**src/bpcs_pkg.sv**
```systemverilog
/*
  package for the bridge primary command and status block: register offsets,
  field positions, reset values, event and request carriers.
  assumes a single 250 MHz core clock and a synchronous active-high reset.
*/
package bpcs_pkg;

  localparam logic [7:0]  CMD_OFFSET      = 8'h04;
  localparam logic [7:0]  STS_OFFSET      = 8'h06;
  localparam logic [15:0] CMD_RESET       = 16'h0000;
  localparam logic [15:0] STS_RESET       = 16'h0010;

  // command field positions
  localparam int CMD_PORT_SPACE_BIT       = 0;
  localparam int CMD_MEM_SPACE_BIT        = 1;
  localparam int CMD_INITIATOR_BIT        = 2;
  localparam int CMD_SPECIAL_BIT          = 3;
  localparam int CMD_PROMOTE_BIT          = 4;
  localparam int CMD_PALETTE_BIT          = 5;
  localparam int CMD_PARITY_RESP_BIT      = 6;
  localparam int CMD_SIGNALED_SYSTEM_ERROR_FLAG_BIT          = 8;

  // status field positions
  localparam int STS_CAP_CHAIN_BIT        = 4;
  localparam int STS_MASTER_PARITY_BIT    = 8;
  localparam int STS_SIG_CA_BIT           = 11;
  localparam int STS_RCV_CA_BIT           = 12;
  localparam int STS_RCV_UR_BIT           = 13;
  localparam int STS_SIG_SIGNALED_SYSTEM_ERROR_FLAG_BIT      = 14;
  localparam int STS_POISON_BIT           = 15;

  // writable command bits and clearable status bits
  localparam logic [15:0] CMD_RW_MASK     = 16'h0157;
  localparam logic [15:0] STS_W1C_MASK    = 16'hF900;

  // events reported by the transaction paths, one-cycle pulses
  typedef struct packed {
    logic poisoned_tlp_rx;
    logic err_msg_sent;
    logic cpl_ur_rx;
    logic cpl_ca_rx;
    logic ca_completion_sent;
    logic poisoned_cpl_rx;
    logic write_poisoned;
  } bpcs_event_type;

  // downstream request class from the link receiver
  typedef struct packed {
    logic valid;
    logic is_mem;
    logic is_port;
    logic is_write;
  } bpcs_req_type;

endpackage : bpcs_pkg

```
**src/bpcs_cmd_status.sv**
```systemverilog
/*
  primary-side command and status registers of the express-to-pci bridge,
  with the enables they drive into the forwarding paths.
  assumes the configuration decoder gives 16-bit reads and writes at offsets
  04h and 06h and that event inputs are single-cycle pulses on clk_sys_i.
*/
module bpcs_cmd_status (
  input  wire logic                    clk_sys_i,
  input  wire logic                    srst_i,
  input  wire logic                    cfg_wr_i,
  input  wire logic                    cfg_rd_i,
  input  wire logic [7:0]              cfg_addr_i,
  input  wire logic [15:0]             cfg_wdata_i,
  output logic [15:0]                  cfg_rdata_o,
  input  wire bpcs_pkg::bpcs_event_type event_i,
  input  wire bpcs_pkg::bpcs_req_type   down_req_i,
  input  wire logic                    sec_req_i,
  input  wire logic                    sec_serr_i,
  output logic                         down_fwd_o,
  output logic                         down_ur_o,
  output logic                         promote_mwi_o,
  output logic                         bad_parity_o,
  output logic                         sec_respond_o,
  output logic                         up_req_o,
  output logic                         err_msg_allow_o,
  output logic                         signaled_system_error_flag_enable_o
);

  logic [15:0] cmd_reg;
  logic [15:0] rdata_reg;
  logic [15:0] sts_value;
  logic        sts_clr_wr;
  logic [7:0]  flags;
  logic [7:0]  flag_set;
  logic        parity_response_enable;
  logic        write_invalidate_promote_enable;
  logic        upstream_initiator_enable;
  logic        mem_space_decode_enable;
  logic        port_space_decode_enable;
  logic        system_error_report_enable;

  // only the documented read/write bits are stored; others stay zero
  always_ff @(posedge clk_sys_i) begin
    if (srst_i) begin
      cmd_reg <= bpcs_pkg::CMD_RESET;
    end else if (cfg_wr_i && cfg_addr_i == bpcs_pkg::CMD_OFFSET) begin
      cmd_reg <= cfg_wdata_i & bpcs_pkg::CMD_RW_MASK;
    end
  end

  assign parity_response_enable          = cmd_reg[bpcs_pkg::CMD_PARITY_RESP_BIT];
  assign write_invalidate_promote_enable = cmd_reg[bpcs_pkg::CMD_PROMOTE_BIT];
  assign upstream_initiator_enable       = cmd_reg[bpcs_pkg::CMD_INITIATOR_BIT];
  assign mem_space_decode_enable         = cmd_reg[bpcs_pkg::CMD_MEM_SPACE_BIT];
  assign port_space_decode_enable        = cmd_reg[bpcs_pkg::CMD_PORT_SPACE_BIT];
  assign system_error_report_enable      = cmd_reg[bpcs_pkg::CMD_SIGNALED_SYSTEM_ERROR_FLAG_BIT];

  // downstream decode: a disabled space answers unsupported request
  logic req_hit;
  assign req_hit = (down_req_i.is_mem && mem_space_decode_enable)
                || (down_req_i.is_port && port_space_decode_enable);

  always_comb begin
    down_fwd_o = down_req_i.valid && req_hit;
    down_ur_o  = down_req_i.valid && !req_hit;
  end

  // promotion only applies to memory writes
  assign promote_mwi_o = down_fwd_o && down_req_i.is_mem && down_req_i.is_write
                      && write_invalidate_promote_enable;

  // poisoned payload always leaves with bad parity, no enable involved
  assign bad_parity_o = event_i.poisoned_tlp_rx;

  assign sec_respond_o    = upstream_initiator_enable;
  assign up_req_o         = sec_req_i && upstream_initiator_enable;
  assign err_msg_allow_o  = sec_serr_i && system_error_report_enable;
  assign signaled_system_error_flag_enable_o = system_error_report_enable;

  // sticky flags, index order: 0 parity, 1 sig ca, 2 rcv ca, 3 rcv ur, 4 signaled_system_error_flag, 5 poison
  assign flag_set[0] = parity_response_enable
                    && (event_i.poisoned_cpl_rx || event_i.write_poisoned);
  assign flag_set[1] = event_i.ca_completion_sent;
  assign flag_set[2] = event_i.cpl_ca_rx;
  assign flag_set[3] = event_i.cpl_ur_rx;
  assign flag_set[4] = event_i.err_msg_sent && system_error_report_enable;
  assign flag_set[5] = event_i.poisoned_tlp_rx;
  assign flag_set[7:6] = 2'b00;

  assign sts_clr_wr = cfg_wr_i && cfg_addr_i == bpcs_pkg::STS_OFFSET;

  localparam int FLAG_POS [6] = '{bpcs_pkg::STS_MASTER_PARITY_BIT, bpcs_pkg::STS_SIG_CA_BIT,
                                  bpcs_pkg::STS_RCV_CA_BIT, bpcs_pkg::STS_RCV_UR_BIT,
                                  bpcs_pkg::STS_SIG_SIGNALED_SYSTEM_ERROR_FLAG_BIT, bpcs_pkg::STS_POISON_BIT};

  for (genvar g = 0; g < 6; g++) begin : g_flag
    bpcs_sticky_bit u_flag (
      .clk_sys_i (clk_sys_i),
      .srst_i    (srst_i),
      .set_i     (flag_set[g]),
      .clear_i   (sts_clr_wr && cfg_wdata_i[FLAG_POS[g]]),
      .flag_o    (flags[g])
    );
  end
  assign flags[7:6] = 2'b00;

  // hardwired bits: all zero except the capability chain bit
  always_comb begin
    sts_value = bpcs_pkg::STS_RESET;
    sts_value[bpcs_pkg::STS_MASTER_PARITY_BIT] = flags[0];
    sts_value[bpcs_pkg::STS_SIG_CA_BIT]        = flags[1];
    sts_value[bpcs_pkg::STS_RCV_CA_BIT]        = flags[2];
    sts_value[bpcs_pkg::STS_RCV_UR_BIT]        = flags[3];
    sts_value[bpcs_pkg::STS_SIG_SIGNALED_SYSTEM_ERROR_FLAG_BIT]   = flags[4];
    sts_value[bpcs_pkg::STS_POISON_BIT]        = flags[5];
  end

  // registered read data, one cycle after the read strobe; unmapped reads zero
  always_ff @(posedge clk_sys_i) begin
    if (srst_i) begin
      rdata_reg <= 16'h0000;
    end else if (cfg_rd_i) begin
      if (cfg_addr_i == bpcs_pkg::CMD_OFFSET) begin
        rdata_reg <= cmd_reg;
      end else if (cfg_addr_i == bpcs_pkg::STS_OFFSET) begin
        rdata_reg <= sts_value;
      end else begin
        rdata_reg <= 16'h0000;
      end
    end
  end

  assign cfg_rdata_o = rdata_reg;
endmodule : bpcs_cmd_status

```
**src/bpcs_sticky_bit.sv**
```systemverilog
/*
  one write-one-to-clear sticky status flag; any enable is applied to set_i outside this module.
  assumes set pulses and clear strobes are synchronous to clk_sys_i.
*/
module bpcs_sticky_bit (
  input  wire logic clk_sys_i,
  input  wire logic srst_i,
  input  wire logic set_i,
  input  wire logic clear_i,
  output logic      flag_o
);

  logic flag_reg;
  logic flag_next;

  // set beats clear so a coincident event is never lost
  always_comb begin
    flag_next = flag_reg;
    if (clear_i) begin
      flag_next = 1'b0;
    end
    if (set_i) begin
      flag_next = 1'b1;
    end
  end

  always_ff @(posedge clk_sys_i) begin
    if (srst_i) begin
      flag_reg <= 1'b0;
    end else begin
      flag_reg <= flag_next;
    end
  end

  assign flag_o = flag_reg;

endmodule : bpcs_sticky_bit

```
**config.mk**
```make
export PLATFORM = sky130hd
export DESIGN_NAME = bpcs_cmd_status
export DESIGN_NICKNAME = d
export VERILOG_FILES = /design/src/bpcs_pkg.sv /design/src/bpcs_cmd_status.sv /design/src/bpcs_sticky_bit.sv
export SDC_FILE = /design/constraint.sdc
export NUM_CORES = 1
export LEC_CHECK = 0
export ABC_CLOCK_PERIOD_IN_PS = 2000
export BUFFER_PORTS_ARGS = -buffer_cell sky130_fd_sc_hd__buf_2
export CORE_UTILIZATION = 40
export CTS_BUF_LIST = sky130_fd_sc_hd__clkbuf_8
export DETAILED_ROUTE_END_ITERATION = 12
export PLACE_DENSITY_LB_ADDON = 0.12
export SYNTH_ARGS = -nofsm -noshare
export SYNTH_HDL_FRONTEND = slang
export SYNTH_SLANG_ARGS = --single-unit
export TNS_END_PERCENT = 20
```
**constraint.sdc**
```tcl
create_clock -name clk_sys_i -period 2 [get_ports clk_sys_i]
set_input_delay 0.3 -clock clk_sys_i [delete_from_list [all_inputs] [get_ports clk_sys_i]]
set_output_delay 0.3 -clock clk_sys_i [all_outputs]
set_load 0.05 [all_outputs]
```
After elaboration in Yosys (flattened, before gate mapping)
Index checks and enable logic that the tools add are counted.
{"block": "word_totals", "out_inout_bits": 24, "word_cells": 52, "input_bits": 41, "reg_bits": 28}
{"block": "op_classes", "eq_ne": 2, "reduce_logical": 28, "mux": 14}
{"operator": "16-bit two-way mux", "n": 2}
{"operator": "1-bit logical AND", "n": 19}
{"operator": "8-bit by 3-bit == test with 1-bit output, second input constant", "n": 2}
{"operator": "1-bit two-way mux", "n": 12}
{"operator": "2-bit nonzero test", "n": 6}
{"operator": "1-bit logical OR", "n": 2}
{"operator": "1-bit logical NOT", "n": 1}

Logic depth before layout (Yosys ltp)
Gate-level depths: netlist of the first run.
{"block": "logic_depth", "ltp_word": 6, "mapped_depth": 5, "ltp_nobuf": 3}

Cells and area by module
From an unflattened synthesis of the first run, not the netlist that was laid out.
{"block": "unflattened", "hier_cells": 121, "hier_area_um2": 1109.8}
{"module": "bpcs_cmd_status", "area_per_inst_um2": 877.1, "cells_per_inst": 97, "n_inst": 1}
{"module": "bpcs_sticky_bit", "area_per_inst_um2": 38.8, "cells_per_inst": 4, "n_inst": 6}

Least setup slack after synthesis of the first run
Ideal clock, no wire load.
{"block": "synth_path", "kind": "register to output", "start": "reg cmd_reg[1]", "end": "out promote_mwi_o", "arrival_ps": 1753, "path_stages_with_launch": 4, "n_path_buf": 0, "path_slack_ps": -53, "path_cell_list": "dfxtp_1 a22oi_1 nor2b_1 and4_1"}
{"block": "synth_between", "elab_chain_len": 6}
{"element": "from (decl)", "line_no": "bpcs_cmd_status.sv:29", "text": "logic [15:0] cmd_reg;"}
{"element": "from (signal assigned)", "line_no": "bpcs_cmd_status.sv:45", "text": "cmd_reg <= bpcs_pkg::CMD_RESET;"}
{"element": "from (signal assigned)", "line_no": "bpcs_cmd_status.sv:47", "text": "cmd_reg <= cfg_wdata_i & bpcs_pkg::CMD_RW_MASK;"}
{"element": "1-bit logical AND", "line_no": "bpcs_cmd_status.sv:60", "text": "assign req_hit = (down_req_i.is_mem && mem_space_decode_enable)"}
{"element": "1-bit logical OR", "line_no": "bpcs_cmd_status.sv:61", "text": "|| (down_req_i.is_port && port_space_decode_enable);"}
{"element": "1-bit logical AND", "line_no": "bpcs_cmd_status.sv:64", "text": "down_fwd_o = down_req_i.valid && req_hit;"}
{"element": "net down_fwd_o", "line_no": "bpcs_cmd_status.sv:19", "text": "output logic down_fwd_o,"}
{"element": "1-bit logical AND (2 in series)", "line_no": "bpcs_cmd_status.sv:69", "text": "assign promote_mwi_o = down_fwd_o && down_req_i.is_mem && down_req_i.is_write"}
{"element": "1-bit logical AND", "line_no": "bpcs_cmd_status.sv:70", "text": "&& write_invalidate_promote_enable;"}
{"element": "to (decl)", "line_no": "bpcs_cmd_status.sv:21", "text": "output logic promote_mwi_o,"}
The timed path passes the listed nets, and every way through them passes these cells.

Worst setup path after layout of the first run
{"block": "layout_path", "start": "reg cmd_reg[1]", "end": "out promote_mwi_o"}
{"block": "layout_between", "elab_chain_len": 6}
{"element": "1-bit logical AND", "line_no": "bpcs_cmd_status.sv:60"}
{"element": "1-bit logical OR", "line_no": "bpcs_cmd_status.sv:61"}
{"element": "1-bit logical AND", "line_no": "bpcs_cmd_status.sv:64"}
{"element": "1-bit logical AND (2 in series)", "line_no": "bpcs_cmd_status.sv:69"}
{"element": "1-bit logical AND", "line_no": "bpcs_cmd_status.sv:70"}
Every way passes these cells.

==> results of run 1 <==
## per-layer routing
metal / vias to the layer above / GRT usage (%) / routed length (um)
met3: 0 / 3.33 / 183
met1: 481 / 27.6 / 1330
met5: - / 0 / 0
met4: 0 / 3.85 / 0
met2: 46 / 27.0 / 1120
li1: 533 / - / -
## layout make-up
class / count / area (sq um)
Clock buffer: 3 / 41.3
Fill cell: 274 / 1160
Multi-Input combinational cell: 84 / 552
Sequential cell: 23 / 460
Timing Repair Buffer: 56 / 285
Clock inverter: 1 / 5.00
Inverter: 1 / 3.75
Tap cell: 30 / 37.5
## report_power, final
part / internal (mW) / switching (mW) / leakage, nW
Clock: 0.139 / 0.145 / 0.0255
Sequential: 0.463 / 0.00363 / 0.187
Combinational: 0.0403 / 0.0749 / 0.382
Total: 0.643 / 0.223 / 0.594
## logic make-up after synthesis
group,count (synthesis),share of synthesized area (%)
buf+inv,15,9.45
compound gates,34,20.5
flops,23,41.9
other cells,1,0.341
simple gates,44,26.8
mux,1,1.02
## path summary, 6_finish.rpt
check | start | endpoint | cells past startpoint
worst max-delay path | cmd_reg[1] | promote_mwi_o | 4
worst min-delay path | event_i[5] | g_flag[4].u_flag.flag_o | 3
worst max register to register | cmd_reg[8] | cfg_rdata_o[8] | 3
worst min register to register | cfg_rdata_o[0] | cfg_rdata_o[0] | 2
## Yosys cell counts (all sizes together) (2+ instances only)
cell,number
dfxtp,23
a21oi,14
nand4,11
buf,8
o31ai,8
clkbuf,6
nand2b,6
nor2,6
a22o,5
nor3b,5
a211oi,4
and2,3
nand2,3
nand3,2
nor4,2
## critical path, stage by stage (launching register included)
cell,delay [ns]
dfxtp_1,0.33
a22oi_1,0.24
nor2b_2,0.07
and4_1,0.19
buf_2,0.20
## metrics by stage
| stage | utilization (%) | area [sq um] |
|---|---|---|
| finish | 54.4 | 1390 |
| global route | 54.4 | 1390 |
| floorplan | - | 1120 |
| CTS | 54.4 | 1390 |
| global placement | 52.6 | 1340 |
| detailed placement | 52.6 | 1340 |
==> run_results.csv, run 1 <==
group,metric,value,unit
floorplan,ios,65,
flow_run,cap_viol_max_count,0,
power_and_ir_drop,ir_drop,0.000425,V
timing,tns,0,ns
timing,fmax,0.628,GHz
timing,clock_skew,0.00403,ns
logic_synthesis,synth_top_area_cell,"dfxtp_1",
timing,fin_crit,1.59,ns
worst_setup_path,worstPathRequired,1.70,ns
timing,rsz0062_at_grt,"no",
global_routing,grt.overflow.total,0,
clock_network,cts_buffers,3,
logic_synthesis,synth_ff_type,"dfxtp_1",
floorplan,rows,18,
logic_synthesis,synth-edff-count,0,
power_and_ir_drop,power.density,625,nW/um^2
timing,hold_viol_final,0,
power_and_ir_drop,leakage,0.594,nW
floorplan,dieArea,2960,sq um
clock_network,hold_buffers,0,
logic_synthesis,yosysWarnings,0,
worst_setup_path,start_kind,"flip-flop",
floorplan,fp.dieW,54.4,um
finish,area_delta_synth_final,26.1,%
routing,drt_pass1_iterations,4,
logic_synthesis,yosys.area.top_type_share,41.9,%
worst_setup_path,path_max_fanout,3,
finish,largest_reg_flops,11,
worst_setup_path,cp.arrival,1.29,ns
clock_network,clockBufferDepth,2,
finish,fin_cells,198,
routing,viasPerCell,5.35,
routing,drtIter0Drc,19,
routing,drt_wl_total,2630,um
logic_synthesis,yosysUniqueCellTypes,30,
placement,place_congestion,0.774,
finish,drive_gt1_share,39.3,%
floorplan,die_h,54.4,um
finish,final_cell_mix,"buf_2 (54), dfxtp_1 (23), a21oi_1 (14)",
routing,ant_nets,0,
global_routing,antenna_found_initial,0,
routing,wl_per_cell,13.3,um
worst_setup_path,criticalPathCategory,"reg2out",
finish,num_antenna_cells,0,
clock_network,cts_tree,"yes",
placement,placed_cells,194,
timing,period_share,79.6,%
clock_network,cts-root-buf,"clkbuf_8",
min_path,hp-class,"in2reg",
logic_synthesis,seq_area_frac_synth,41.9,%
floorplan,fp.coreArea,2540,sq um
timing,whs,0.295,ns
finish,layout.nets,210,
floorplan,initial_core_util,43.2,%
logic_synthesis,synth_cells,118,
routing,drcViolationCount,0,
finish,final_common_cell,"buf_2",
global_routing,grt_pass1_wl,3940,um
worst_setup_path,r2r_setup_slack,1.10,ns
placement,dp.final_hpwl,1990,um
timing,slew_violations,0,
clock_network,htreeDepth,1,
clock_network,cts.sinks,23,
timing,fin_ws,0.407,ns
worst_setup_path,crit_path_end_kind,"primary output",
placement,port_buffers,54,
placement,dp_slack,0.352,ns
global_routing,first_global_vias,857,
power_and_ir_drop,total_power,0.866,mW
logic_synthesis,synthArstFlopShare,0,%
logic_synthesis,synth_area_leaders,"dfxtp_1 (42%), a21oi_1 (6.4%), nand4_1 (6.3%)",
logic_synthesis,ys_seq_elements,23,
clock_network,postCtsSetupBuffers,0,
timing,setup_violations,0,
clock_network,clkLatencyLatePin,0.26,ns
global_routing,track_usage,18.4,%
routing,num_vias,1060,
logic_synthesis,synth.avg_cell_area,9.31,sq um
clock_network,cts_resized,0,
status,status,"finished clean",
logic_synthesis,syn_area,1100,sq um
global_routing,grt_max_degree,21,
clock_network,path_clk_slew,0.08,ns
No activity file was read; power rests on OpenSTA's default activity.
==> run 2, diff against run 1 <==
- ABC_CLOCK_PERIOD_IN_PS: 2000 -> 1400
- clock period: 2 -> 1.4 ns (I/O delays scaled with it)
==> run_results.csv, run 2 (synthesis gave the netlist of run 1 again) <==
group,metric,value,unit
finish,regArea,463,sq um
status,violations,"setup timing",
routing,drtIter0Drc,14,
global_routing,track_usage,18.8,%
worst_setup_path,start_kind,"flip-flop",
flow_run,cap_viol_max_count,0,
clock_network,cts-root-buf,"clkbuf_8",
routing,viasPerCell,5.29,
routing,ant_nets,0,
min_path,hp-class,"in2reg",
clock_network,cts.sinks,23,
timing,slew_violations,0,
routing,drt_pass1_iterations,4,
floorplan,die_h,54.4,um
clock_network,clockBufferDepth,2,
finish,final_common_cell,"buf_2",
clock_network,cts_resized,6,
power_and_ir_drop,leakage,0.621,nW
global_routing,grt.overflow.total,0,
routing,drt_wl_total,2580,um
worst_setup_path,worstPathRequired,1.19,ns
clock_network,cts_buffers,3,
floorplan,initial_core_util,43.2,%
power_and_ir_drop,total_power,1.26,mW
clock_network,cts_tree,"yes",
clock_network,clkLatencyLatePin,0.27,ns
routing,num_vias,1068,
floorplan,ios,65,
global_routing,grt_pass1_wl,3910,um
timing,setup_violations,1,
finish,n_fill_cell,258,
global_routing,grt_max_degree,15,
finish,num_antenna_cells,0,
floorplan,rows,18,
clock_network,path_clk_slew,0.08,ns
global_routing,antenna_found_initial,0,
power_and_ir_drop,ir_drop,0.000672,V
floorplan,fp.coreArea,2540,sq um
worst_setup_path,path_max_fanout,3,
timing,fmax,0.703,GHz
placement,port_buffers,54,
clock_network,hold_buffers,0,
timing,period_share,102,%
timing,rsz0062_at_grt,"yes",
finish,layout.nets,214,
finish,largest_reg_flops,11,
placement,dp.final_hpwl,1940,um
worst_setup_path,cp.arrival,1.21,ns
placement,placed_cells,198,
status,status,"complete, but fails checks",
finish,area_delta_synth_final,31.3,%
finish,fin_cells,202,
timing,fin_ws,-0.0223,ns
clock_network,postCtsSetupBuffers,0,
finish,multi_input_area,564,sq um
finish,drive_gt1_share,43.0,%
power_and_ir_drop,power.density,874,nW/um^2
timing,clock_skew,0.00238,ns
floorplan,dieArea,2960,sq um
floorplan,fp.dieW,54.4,um
clock_network,htreeDepth,1,
finish,final_cell_mix,"buf_2 (52), dfxtp_1 (21), a21oi_1 (14)",
timing,fin_crit,1.42,ns
routing,wl_per_cell,12.8,um
worst_setup_path,criticalPathCategory,"reg2out",
timing,hold_viol_final,0,
global_routing,first_global_vias,870,
routing,drcViolationCount,0,
worst_setup_path,crit_path_end_kind,"primary output",
placement,place_congestion,0.733,
run 2: cell types whose count changed in the layout (fill, tap and decap cells not counted), moves of 2 or more:
cell	delta
buf_2	-2
buf_6	+2
buf_4	+4
dfxtp_1	-2
dfxtp_2	+2
run 2: area by class of cell:
| class | instances | share of cell area [%] |
|---|---|---|
| Clock buffer | 3 | 2.86 |
| Clock inverter | 1 | 0.347 |
| Inverter | 1 | 0.260 |
| Multi-Input combinational cell | 84 | 39.1 |
| Sequential cell | 23 | 32.1 |
| Tap cell | 30 | 2.60 |
| Timing Repair Buffer | 60 | 22.7 |
run 2: metrics by stage:
stage          area (sq um)  util (%)  setup slack [ns]  TNS (ns)  hold slack (ns)
2_1_floorplan          1120         -           -0.0111   -0.0555            0.352
5_1_grt                1440      56.7           -0.0699   -0.0815            0.202
3_5_place_dp           1380      54.1            -0.155     -1.65            0.455
4_1_cts                1440      56.5           -0.0328   -0.0328            0.186
6_report               1440      56.7           -0.0223   -0.0223            0.193
3_3_place_gp           1380      54.1            -0.143     -1.47            0.453
run 2: worst paths after layout:
path	cells after the start	to	startpoint	slack, ns
hold / removal	3	cmd_reg[0]	cfg_wdata_i[0]	0.19
setup reg to reg	3	cfg_rdata_o[8]	cmd_reg[8]	0.50
setup / recovery	4	promote_mwi_o	cmd_reg[1]	-0.02
hold reg to reg	2	cfg_rdata_o[8]	cfg_rdata_o[8]	0.47
run 2: layer usage:
metal | wire (um) | track usage (%) | share of wire [%] | up-vias
met3 | 165 | 5.28 | 6.4 | 4
li1 | - | - | - | 541
met2 | 1170 | 29.1 | 45 | 38
met5 | 0 | 0 | 0 | -
met1 | 1210 | 24.2 | 47 | 485
met4 | 27 | 7.69 | 1.0 | 0
run 2: power by group:
group	total, mW	internal (mW)	switching (mW)
Combinational	0.176	0.0662	0.109
Sequential	0.666	0.662	0.00431
Clock	0.419	0.199	0.220
run 2: worst max-delay path: stages, from the launching register on:
cell and delay (ns):
dfxtp_2 0.34, a22oi_2 0.21, nor2b_4 0.06, and4_4 0.19, buf_6 0.14
==> run 3, diff against run 2 <==
- CELL_PAD_IN_SITES_DETAIL_PLACEMENT: not set -> 1
- CELL_PAD_IN_SITES_GLOBAL_PLACEMENT: not set -> 2
- CORE_UTILIZATION: 40 -> 22
==> run_results.csv, run 3 (synthesis gave the netlist of run 1 again) <==
group,metric,value,unit
status,status,"complete, but fails checks",
status,violations,"setup timing",
routing,drcViolationCount,0,
worst_setup_path,critPathMaxStageDelay,0.34,ns
worst_setup_path,criticalPathCategory,"reg2out",
power_and_ir_drop,ir_drop,0.000322,V
placement,dp.final_hpwl,2690,um
clock_network,cts_tree,"yes",
min_path,min_to,"g_flag[4].u_flag.flag_o",
placement,placed_cells,240,
finish,final_cell_mix,"buf_2 (52), dfxtp_1 (21), a21oi_1 (14)",
floorplan,dieArea,5280,sq um
placement,place_area,1470,sq um
timing,tns,-0.0232,ns
floorplan,initial_core_util,23.1,%
worst_setup_path,worstPathRequired,1.19,ns
global_routing,antenna_found_initial,0,
global_routing,grt.overflow.total,0,
routing,drt_pass1_iterations,4,
worst_setup_path,r2r-start,"cmd_reg[8]",
min_path,hp-class,"in2reg",
clock_network,htreeDepth,1,
finish,fin_cells,244,
timing,fin_crit,1.42,ns
finish,fin_util,32.2,%
placement,dp_slack,-0.158,ns
power_and_ir_drop,total_power,1.28,mW
min_path,min_path_cells,3,
finish,final_area,1530,sq um
worst_setup_path,crit_path_end_kind,"primary output",
placement,place_congestion,0.715,
clock_network,clockBufferDepth,2,
timing,whs,0.188,ns
clock_network,clkLatencyLatePin,0.26,ns
routing,ant_nets,0,
floorplan,fp.coreArea,4750,sq um
min_path,holdCritStartpoint,"event_i[5]",
global_routing,first_global_vias,1149,
timing,fin_ws,-0.0232,ns
timing,slew_violations,0,
routing,num_vias,1108,
timing,rsz0062_at_grt,"yes",
floorplan,ios,65,
timing,fmax,0.703,GHz
clock_network,hold_buffers,0,
worst_setup_path,start_kind,"flip-flop",
clock_network,cts_buffers,3,
worst_setup_path,reg2reg_to,"cfg_rdata_o[8]",
worst_setup_path,slowest_stage,"dfxtp_2",
clock_network,cts.sinks,23,
finish,drive_gt1_share,45.2,%
power_and_ir_drop,power.density,835,nW/um^2
finish,area_delta_synth_final,39.5,%
clock_network,cts-root-buf,"clkbuf_8",
clock_network,path_clk_slew,0.09,ns
routing,wl_per_cell,13.8,um
worst_setup_path,path_max_fanout,3,
global_routing,grt_max_degree,15,
floorplan,fp.dieW,72.7,um
power_and_ir_drop,leakage,0.646,nW
timing,clock_skew,0.00103,ns
finish,final_common_cell,"buf_2",
routing,drt_wl_total,3360,um
worst_setup_path,rr_worst_depth,3,
worst_setup_path,crit_chain,"a22oi_2 -> nor2b_4 -> and4_4 -> buf_6",
finish,num_antenna_cells,0,
flow_run,cap_viol_max_count,0,
routing,viasPerCell,4.54,
finish,layout.nets,219,
floorplan,rows,25,
global_routing,grt_pass1_wl,5380,um
timing,setup_violations,1,
timing,period_share,102,%
global_routing,track_usage,13.4,%
worst_setup_path,cp.arrival,1.21,ns
finish,largest_reg_flops,11,
floorplan,die_h,72.7,um
placement,port_buffers,54,
routing,drtIter0Drc,37,
worst_setup_path,r2r_setup_slack,0.47,ns
timing,hold_viol_final,0,
## run 3: area by class of cell
type / instances / area (sq um)
clock buffer: 3 / 41.3
fill: 584 / 3220
inverter: 1 / 3.75
multi-input combinational: 84 / 571
timing repair buffer: 65 / 365
clock inverter: 1 / 5.00
tap: 67 / 83.8
sequential: 23 / 463
## run 3: worst max path at each step
stage                   from              end  slack, ns  cells after the start
2_1_floorplan  cfg_addr_i[5]  cfg_rdata_o[11]      -0.01                      4
3_3_place_gp   cfg_addr_i[5]       cmd_reg[2]      -0.14                      5
3_5_place_dp   cfg_addr_i[5]  cfg_rdata_o[13]      -0.16                      4
4_1_cts           cmd_reg[1]    promote_mwi_o      -0.04                      4
5_1_grt           cmd_reg[1]    promote_mwi_o      -0.07                      4
6_report          cmd_reg[1]    promote_mwi_o      -0.02                      4
## run 3: repair_timing
| item | 4_1_cts | 5_1_grt |
|---|---|---|
| buffers inserted | 0 | 0 |
| setup endpoints to repair | 3 | 2 |
| resized for setup | 6 | 1 |
| hold endpoints to repair | 0 | 0 |
## run 3: power breakdown
group	switching (mW)	internal [mW]
combinational	0.116	0.0737
clock	0.222	0.199
sequential	0.00594	0.662
total	0.345	0.935
## run 3: critical path, delay by kind of cell, from the launching register on
family,cells,cell delay [ns]
AOI/OAI and AO/OA,1,0.22
buffers and inverters,1,0.14
DFF,1,0.34
and+or+nand+nor,2,0.25
## run 3: per-layer routing
metal / vias up / share of wire (%) / GRT usage (%)
met5: - / 0 / 0
met4: 0 / 1.6 / 6.32
met3: 4 / 4.4 / 1.52
met2: 38 / 47 / 21.6
met1: 515 / 47 / 17.9
li1: 551 / - / -
